File: src/logic/edc_regs.vh
// Constants for the EXTENDED_DATA_OUT_PAGE page DRAM controller
`ifndef EDC_REGS_VH
`define EDC_REGS_VH
`define EDC_CLK_NS          100
`define EDC_PWRUP_US        200
`define EDC_PWRUP_CYC       ((`EDC_PWRUP_US * 1000) / `EDC_CLK_NS)
`define EDC_REF_MS          16
`define EDC_REF_ROWS        1024
`define EDC_REF_PERIOD_CYC  ((`EDC_REF_MS * 1000000) / `EDC_CLK_NS)
`define EDC_REF_INT_CYC     (`EDC_REF_PERIOD_CYC / `EDC_REF_ROWS)
`define EDC_WAKE_CYCLES     8
`define EDC_RAS_MIN_NS      60
`define EDC_RAS_CYC         ((`EDC_RAS_MIN_NS + `EDC_CLK_NS - 1) / `EDC_CLK_NS)
`define EDC_RP_MIN_NS       40
`define EDC_RP_CYC          ((`EDC_RP_MIN_NS + `EDC_CLK_NS - 1) / `EDC_CLK_NS)
`define EDC_ADDR_W          20
`define EDC_HALF_W          10
`define EDC_DATA_W          4
`endif

File: src/logic/edc_timer.v
// Down-counter used for the controller's waits
`timescale 1ns/1ps
`default_nettype none
module edc_timer (
    input  wire        ref_clk_i,
    input  wire        rst_n_i,
    input  wire        load_i,
    input  wire [18:0] value_i,
    output reg         done_o
);
    reg [18:0] count;
    always @(posedge ref_clk_i or negedge rst_n_i) begin
        if (!rst_n_i) begin
            count  <= 19'h00000;
            done_o <= 1'b0;
        end else if (load_i) begin
            count  <= value_i;
            done_o <= (value_i == 19'h00000);
        end else if (count != 19'h00000) begin
            count  <= count - 19'h00001;
            done_o <= (count == 19'h00001);
        end else begin
            done_o <= 1'b1;
        end
    end
endmodule
`default_nettype wire

File: src/logic/edc_ctrl.v
// Controller driving an EXTENDED_DATA_OUT_PAGE page-mode 1M x 4 DRAM through its pins
// Behaviour
// - Cell address splits into 10-bit row then 10-bit column on shared pins
// - Cycle starts on row strobe low, ends with both strobes high
// - Row strobe held for minimum active time; precharge respected before next cycle
// - Read begins on later of column strobe or output gate with write high
// - Write begins on later of column strobe or write strobe
// - Write data driven before later of column or write strobe falls
// - Issue 1024 refreshes every 16 ms across all rows
// - Wait 200 us after power-up, then eight row strobe cycles
// - Row strobe held high during power-on
// - Repeat eight-cycle wake-up when refresh interval was exceeded
`timescale 1ns/1ps
`default_nettype none
`include "edc_regs.vh"
module edc_ctrl (
    input  wire        ref_clk_i,
    input  wire        rst_n_i,
    input  wire        req_i,
    input  wire        req_write_i,
    input  wire [19:0] req_addr_i,
    input  wire [3:0]  req_wdata_i,
    output reg         req_ready_o,
    output reg         rd_valid_o,
    output reg  [3:0]  rd_data_o,
    output reg         init_done_o,
    output reg  [9:0]  mux_address_pins_o,
    output reg         ras_n_o,
    output reg         cas_n_o,
    output reg         we_n_o,
    output reg         oe_n_o,
    output reg  [3:0]  data_pins_o,
    output reg         data_pins_oe_o,
    input  wire [3:0]  data_pins_i
);
    localparam [3:0] ST_PWRUP = 4'h0;
    localparam [3:0] ST_WAKE  = 4'h1;
    localparam [3:0] ST_IDLE  = 4'h2;
    localparam [3:0] ST_ROW   = 4'h3;
    localparam [3:0] ST_COL   = 4'h4;
    localparam [3:0] ST_DATA  = 4'h5;
    localparam [3:0] ST_PAGE  = 4'h6;
    localparam [3:0] ST_PRE   = 4'h7;
    localparam [3:0] ST_CBR1  = 4'h8;
    localparam [3:0] ST_CBR2  = 4'h9;
    localparam [3:0] ST_CBR3  = 4'hA;

    reg  [3:0]  state;
    reg  [3:0]  wake_cnt;
    reg  [9:0]  open_row;
    reg  [19:0] ref_tick;
    reg  [10:0] ref_owed;
    reg         cur_write;
    reg         tm_load;
    reg  [18:0] tm_value;
    wire        tm_done;

    edc_timer u_timer (
        .ref_clk_i (ref_clk_i),
        .rst_n_i   (rst_n_i),
        .load_i    (tm_load),
        .value_i   (tm_value),
        .done_o    (tm_done)
    );

    function [18:0] cyc19;
        input integer n;
        begin
            cyc19 = n[18:0];
        end
    endfunction

    wire ref_due = (ref_owed != 11'h000);
    wire ref_tick_hit = (ref_tick == (`EDC_REF_INT_CYC - 1));
    // Each refresh is paid off once, on the cycle its row strobe falls
    wire ref_done = (state == ST_CBR2);

    // Refresh bookkeeping: one refresh owed per interval
    always @(posedge ref_clk_i or negedge rst_n_i) begin
        if (!rst_n_i) begin
            ref_tick <= 20'h00000;
            ref_owed <= 11'h000;
        end else begin
            ref_tick <= ref_tick_hit ? 20'h00000 : ref_tick + 20'h00001;
            if (ref_tick_hit && !ref_done)
                ref_owed <= ref_owed + 11'h001;
            else if (!ref_tick_hit && ref_done && ref_due)
                ref_owed <= ref_owed - 11'h001;
        end
    end

    always @(posedge ref_clk_i or negedge rst_n_i) begin
        if (!rst_n_i) begin
            state              <= ST_PWRUP;
            wake_cnt           <= 4'h0;
            open_row           <= 10'h000;
            cur_write          <= 1'b0;
            tm_load            <= 1'b1;
            tm_value           <= cyc19(`EDC_PWRUP_CYC);
            req_ready_o        <= 1'b0;
            rd_valid_o         <= 1'b0;
            rd_data_o          <= 4'h0;
            init_done_o        <= 1'b0;
            mux_address_pins_o <= 10'h000;
            ras_n_o            <= 1'b1;
            cas_n_o            <= 1'b1;
            we_n_o             <= 1'b1;
            oe_n_o             <= 1'b1;
            data_pins_o        <= 4'h0;
            data_pins_oe_o     <= 1'b0;
        end else begin
            tm_load     <= 1'b0;
            rd_valid_o  <= 1'b0;
            req_ready_o <= 1'b0;
            case (state)
            ST_PWRUP: begin
                if (tm_done && !tm_load) begin
                    state    <= ST_CBR1;
                    wake_cnt <= 4'h0;
                end
            end
            ST_WAKE: begin
                wake_cnt <= wake_cnt + 4'h1;
                if (wake_cnt == (`EDC_WAKE_CYCLES - 1)) begin
                    init_done_o <= 1'b1;
                    state       <= ST_IDLE;
                end else begin
                    state <= ST_CBR1;
                end
            end
            ST_IDLE: begin
                if (ref_owed > 11'h400) begin
                    init_done_o <= 1'b0;
                    wake_cnt    <= 4'h0;
                    state       <= ST_CBR1;
                end else if (ref_due) begin
                    state <= ST_CBR1;
                end else if (req_i) begin
                    cur_write          <= req_write_i;
                    mux_address_pins_o <= req_addr_i[19:10];
                    open_row           <= req_addr_i[19:10];
                    state              <= ST_ROW;
                end else begin
                    req_ready_o <= 1'b1;
                end
            end
            ST_ROW: begin
                ras_n_o  <= 1'b0;
                tm_load  <= 1'b1;
                tm_value <= cyc19(`EDC_RAS_CYC);
                state    <= ST_COL;
            end
            ST_COL: begin
                mux_address_pins_o <= req_addr_i[9:0];
                if (cur_write) begin
                    data_pins_o    <= req_wdata_i;
                    data_pins_oe_o <= 1'b1;
                    we_n_o         <= 1'b0;
                    oe_n_o         <= 1'b1;
                end else begin
                    data_pins_oe_o <= 1'b0;
                    we_n_o         <= 1'b1;
                    oe_n_o         <= 1'b0;
                end
                state <= ST_DATA;
            end
            ST_DATA: begin
                cas_n_o <= 1'b0;
                state   <= ST_PAGE;
            end
            ST_PAGE: begin
                // One clock after column strobe falls, all access times are met
                if (!cur_write) begin
                    rd_data_o  <= data_pins_i;
                    rd_valid_o <= 1'b1;
                end
                cas_n_o        <= 1'b1;
                we_n_o         <= 1'b1;
                data_pins_oe_o <= 1'b0;
                if (req_i && !ref_due && tm_done && req_addr_i[19:10] == open_row) begin
                    cur_write <= req_write_i;
                    state     <= ST_COL;
                end else if (tm_done) begin
                    state <= ST_PRE;
                end
            end
            ST_PRE: begin
                ras_n_o  <= 1'b1;
                oe_n_o   <= 1'b1;
                tm_load  <= 1'b1;
                tm_value <= cyc19(`EDC_RP_CYC);
                state    <= ST_CBR3;
            end
            ST_CBR1: begin
                if (tm_done && !tm_load) begin
                    cas_n_o        <= 1'b0;
                    oe_n_o         <= 1'b1;
                    we_n_o         <= 1'b1;
                    data_pins_oe_o <= 1'b0;
                    state          <= ST_CBR2;
                end
            end
            ST_CBR2: begin
                ras_n_o  <= 1'b0;
                tm_load  <= 1'b1;
                tm_value <= cyc19(`EDC_RAS_CYC);
                state    <= ST_CBR3;
            end
            ST_CBR3: begin
                if (!ras_n_o && tm_done && !tm_load) begin
                    ras_n_o  <= 1'b1;
                    cas_n_o  <= 1'b1;
                    tm_load  <= 1'b1;
                    tm_value <= cyc19(`EDC_RP_CYC);
                end else if (ras_n_o && tm_done && !tm_load) begin
                    state <= init_done_o ? ST_IDLE : ST_WAKE;
                end
            end
            default: state <= ST_IDLE;
            endcase
        end
    end
endmodule
`default_nettype wire

File: config.mk
export PLATFORM = sky130hd
export DESIGN_NAME = edc_ctrl
export DESIGN_NICKNAME = d
export VERILOG_FILES = /design/src/logic/edc_timer.v /design/src/logic/edc_ctrl.v
export VERILOG_INCLUDE_DIRS = /design/src /design/src/logic
export SDC_FILE = /design/constraint.sdc
export NUM_CORES = 1
export LEC_CHECK = 0
export BUFFER_PORTS_ARGS = -buffer_cell sky130_fd_sc_hd__buf_2
export CAP_MARGIN = 20
export CORE_ASPECT_RATIO = 0.9
export CORE_UTILIZATION = 35
export DETAILED_ROUTE_END_ITERATION = 6
export PLACE_DENSITY = 0.52
export SLEW_MARGIN = 30
export SYNTH_ARGS = -nofsm -noshare
export SYNTH_HDL_FRONTEND = slang
export SYNTH_SLANG_ARGS = --single-unit
File: constraint.sdc
create_clock -name ref_clk_i -period 8 [get_ports ref_clk_i]
set_clock_uncertainty 0.1 [all_clocks]
set_input_delay 0.8 -clock ref_clk_i [delete_from_list [all_inputs] [get_ports ref_clk_i]]
set_output_delay 0.8 -clock ref_clk_i [all_outputs]
set_load 0.02 [all_outputs]
# Word level (Yosys, flattened, before mapping)
# Cells that the tools add are included.
# totals
word_cells,157
regBits,116
inputBits,32
# op_classes
n_lt_le_gt_ge,1
reduce_logical,47
add_sub_neg,5
bitwise,3
n_eq_ne,27
mux,53
# ops
op,n
$mux W19,3
$mux W4,12
$pmux W4 S10,1
$pmux W19 S2,1
$mux W10,3
$mux W11,2
$ne A2 B2 Y1 const B,11
$add A20 B1 Y20 const B,1
$eq A20 B8 Y1 const B,1
$eq A4 B3 Y1 const B,5
$mux W20,1
$pmux W10 S2,1
$eq A19 B1 Y1 const B,1
$logic_not A19 Y1,1
$mux W1,19
$reduce_bool A19 Y1,1
$sub A19 B1 Y19 const B,1
$eq A4 B4 Y1 const B,3
$pmux W1 S3,4
$pmux W4 S3,1
$reduce_and A2 Y1,6
$reduce_bool A2 Y1,6
$reduce_bool A3 Y1,4
$add A11 B1 Y11 const B,1
23 further kinds,46

# Logic depth before layout (Yosys ltp)
# logic_depth
word_depth,7
depth_mapped,12
ltp_nobuf,12

# Modules after synthesis
# A second synthesis with hierarchy kept.
# unflattened
cells_unflattened,534
hier_area_um2,5368.9
# modules_own_cells
module,area_per_inst_um2,seq_area_each_um2,n_inst,cells_per_inst
edc_ctrl,4100.2,1984.4,1,391
edc_timer,1268.7,500.5,1,143

# Worst setup path after synthesis
# No wires, ideal clock.
# synth_path
path_kind,register to register
startpoint,reg ref_tick[5]
endpoint,reg ref_owed[10]
slack_ps,4622
arrival_time_ps,3199
synth_period_minus_slack_ps,3378
path_buffers,0
setup_time_ps,79
path_stages_with_launch,11
cell_sequence,dfrtp_1 > or4b_4 > nor4_4 > nand2_1 > ha_1 > o21ai_0 > a21oi_1 > o21ai_0 > o221ai_1 > mux2_2 > mux2i_1
# synth_between
elab_chain_cells,5
word_cells_on_any_way,7
# synth_lines
element,line_no,rtl
"start, declared",edc_ctrl.v:51,reg [19:0] ref_tick;
"start signal, assigned",edc_ctrl.v:84,ref_tick <= ref_tick_hit ? 20'h00000 : ref_tick + 20'h00001;
$eq A20 B8 Y1 (*),edc_ctrl.v:74,wire ref_tick_hit = (ref_tick == (`EDC_REF_INT_CYC - 1));
$logic_not A1 Y1,edc_ctrl.v:87,else if (!ref_tick_hit && ref_done && ref_due)
$logic_and A1 B1 Y1 (2 in series),edc_ctrl.v:87,
$reduce_bool A2 Y1 (no line),-,
"end signal, assigned",edc_ctrl.v:86,ref_owed <= ref_owed + 11'h001;
"end signal, assigned",edc_ctrl.v:88,ref_owed <= ref_owed - 11'h001;
"end, declared",edc_ctrl.v:52,reg [10:0] ref_owed;
# Mark *: on every way between the ends. The rest lies on a longest branch, timed or not.
# A chain may end at the register's enable or synchronous reset.

# Worst setup path in the final report
# Ends and elaborated chain as after synthesis.

==> reports/qor.csv <==
metric,value,unit
Seq cells post-synth,99,
# resized after CTS,0,
Post-synth EDFFs,0,
CTS max path bufs,2,
DP Area,5560,sq um
Worst Path Required,8160,ps
Worst VDD drop,157,uV
DR WL/cell,13.9,um
Crit. End Element,flip-flop,
crit path DAT,4070,ps
cell taking the most area after synthesis,dfrtp_1,
cts hold-fix bufs,0,
Area contributors post-synth,"dfrtp_1 46%, xnor2_1 5.9%, mux2_2 5.1%",
Static Leak,2.61,nW
"most common cell after layout, fill and taps aside",dfrtp_1,
grt ovf,0,
final setup fails,0,
setup tns final,0,ps
Yosys top cell area share,45.8,%
max-slew violations,0,
Layout fillers,1371,
initial antenna violation count,0,
RSZ-0062 raised after global routing,no,
fin crit period,3910,ps
Finished Cell Area,5860,sq um
number of CTS-inserted buffers,9,
Die Area,15000,sq um
worst rel slew slack,46.4,%
die width,129,um
worst setup margin,4090,ps
Yosys warnings,0,
Placer Congestion,0.791,
number of routed nets with antenna violations,0,
CP Class,flip-flop to flip-flop,
Max-cap violations,0,
startpoint type of the worst setup path,flip-flop,
Via density,4.95,
crit share post-route,48.8,%
CTS root buf,clkbuf_16,
first-pass iteration count of the detailed router,4,
number of buffers added on ports,57,
"Max FO, Critical Path",10,
pre-CTS setup slack,4120,ps
Finished Layout Cells,750,
"FFs w/ async S/R, synth",100,%
Post-CTS Setup Inserts,0,
"Primary FF master, synth",dfrtp_1,
Synth Area per Inst,10.3,sq um
largest net degree at the start of global routing,65,
"commonest non-fill, non-tap cells in the layout","93 x dfrtp_1, 56 x buf_2, 53 x nor2_1",
Slew @ Worst Pin,804,ps
CTS HTree Levels,3,
pwr/cell area,313,nW/um^2
Multi-input gate area,2470,sq um
share of cells above drive strength 1,21.2,%
# clock sinks,99,
dpl cells,734,
Hold/Removal Path Class,primary input to async pin,
DRC viols,0,
IO Count,58,
Die Y,116,um
status,finished clean,
vias in the first global route,3724,
post-synthesis sequential area ratio,48.9,%
ant diodes,0,
max frequency,256,MHz
mapped cell area,5080,sq um
via count,3715,
Initial Util,36.0,%
"Reg clk slew, reported paths",70,ps
row count,41,
Layout Nets,598,
Mapped Cells,494,
HPWL Detailed,7410,um
first-pass GRT wire length,18100,um
Seq. cell area,2480,sq um
WHS,302,ps
Routed WL,10400,um
later-pin clock latency in the skew report,350,ps
Fin. Hold Viols,0,
Final Power,1.84,mW
Mapped Nets,540,
TritonCTS clock tree,done,
gr usage total,15.6,%
post-layout util,41.6,%
Area Growth Syn to Fin,15.4,%
Netlist cell types,61,
Initial DRC Count,182,
Placeable Area,14100,sq um
## per-layer routing
layer	wire length, um	global-route usage [%]
met1	5040	20.0
met2	4860	25.3
met3	387	4.26
met4	145	5.73
met5	0	0
## report_power, final
group	switching (mW)	leakage [nW]	internal [mW]
logic	0.343	1.22	0.263
clock network	0.187	0.144	0.253
registers	0.135	1.25	0.655
## Yosys cell counts, types with 2 or more instances
master,count
buf_2,2
xnor2_1,34
or2_2,2
nand2b_1,8
ha_1,13
clkbuf_1,9
o31ai_1,3
a211oi_1,2
a21oi_1,25
nor4_1,5
o21ai_0,39
dfrtp_1,93
nor4_4,2
nand3_1,17
a31oi_1,4
or4_4,2
or3_1,5
nand4_1,5
nor2b_1,3
mux2i_1,12
dfstp_2,6
a21o_1,2
nor2_1,53
a22oi_1,2
nand2_1,37
mux2_2,23
o221ai_1,2
inv_1,17
o211ai_2,2
and3_1,3
xor2_1,15
nor3_1,13
or4_1,6
## worst paths after layout
check,slack (ps),cells past startpoint,endpoint,start
worst max-delay path,4090,10,ref_owed[10],ref_tick[5]
worst min-delay path,300,1,u_timer.count[6],rst_n_i
worst max register to register,4090,10,ref_owed[10],ref_tick[5]
worst min register to register,370,2,tm_value[9],tm_value[9]
max in group asynchronous,6320,2,ref_owed[5],rst_n_i
min in group ref_clk_i,370,2,tm_value[9],tm_value[9]
## registers in the layout (all words and copies together) (netlist names)
name,flops
mux_address_pins_o,10
data_pins_o,4
state,4
rd_valid_o,1
init_done_o,1
oe_n_o,1
ref_tick,20
tm_load,1
cur_write,1
rd_data_o,4
data_pins_oe_o,1
ref_owed,11
ras_n_o,1
tm_value,2
we_n_o,1
cas_n_o,1
req_ready_o,1
u_timer.done_o,1
u_timer.count,19
wake_cnt,4
open_row,10
## logic make-up after synthesis
group                      after synthesis  share of synthesized area [%]
and+or+nand+nor                        172                           17.5
DFF                                     99                           48.9
AOI/OAI and AO/OA                       94                           11.2
xor gates and xnor gates                49                           8.45
muxes                                   36                           7.76
buffers and inverters                   30                           2.59
adders and majority gates               14                           3.60
## worst max-delay path, stage by stage (launching register included)
cell and delay [ps]:
dfrtp_1 430, or4b_4 570, nor4_4 550, nand2_1 410, ha_1 490, nand2b_1 100, a21oi_1 210, o21ai_0 160
o221ai_1 280, mux2_2 370, mux2i_1 160
## final cells by class
class,count,area share (%)
clock buffers,13,4.27
flip-flops and latches,99,42.4
inverters,18,1.15
repair buffers,59,5.17
multi-input cells,365,42.1
clock inverters,3,0.811
well taps,193,4.12
(Power assumes the default switching activity.)
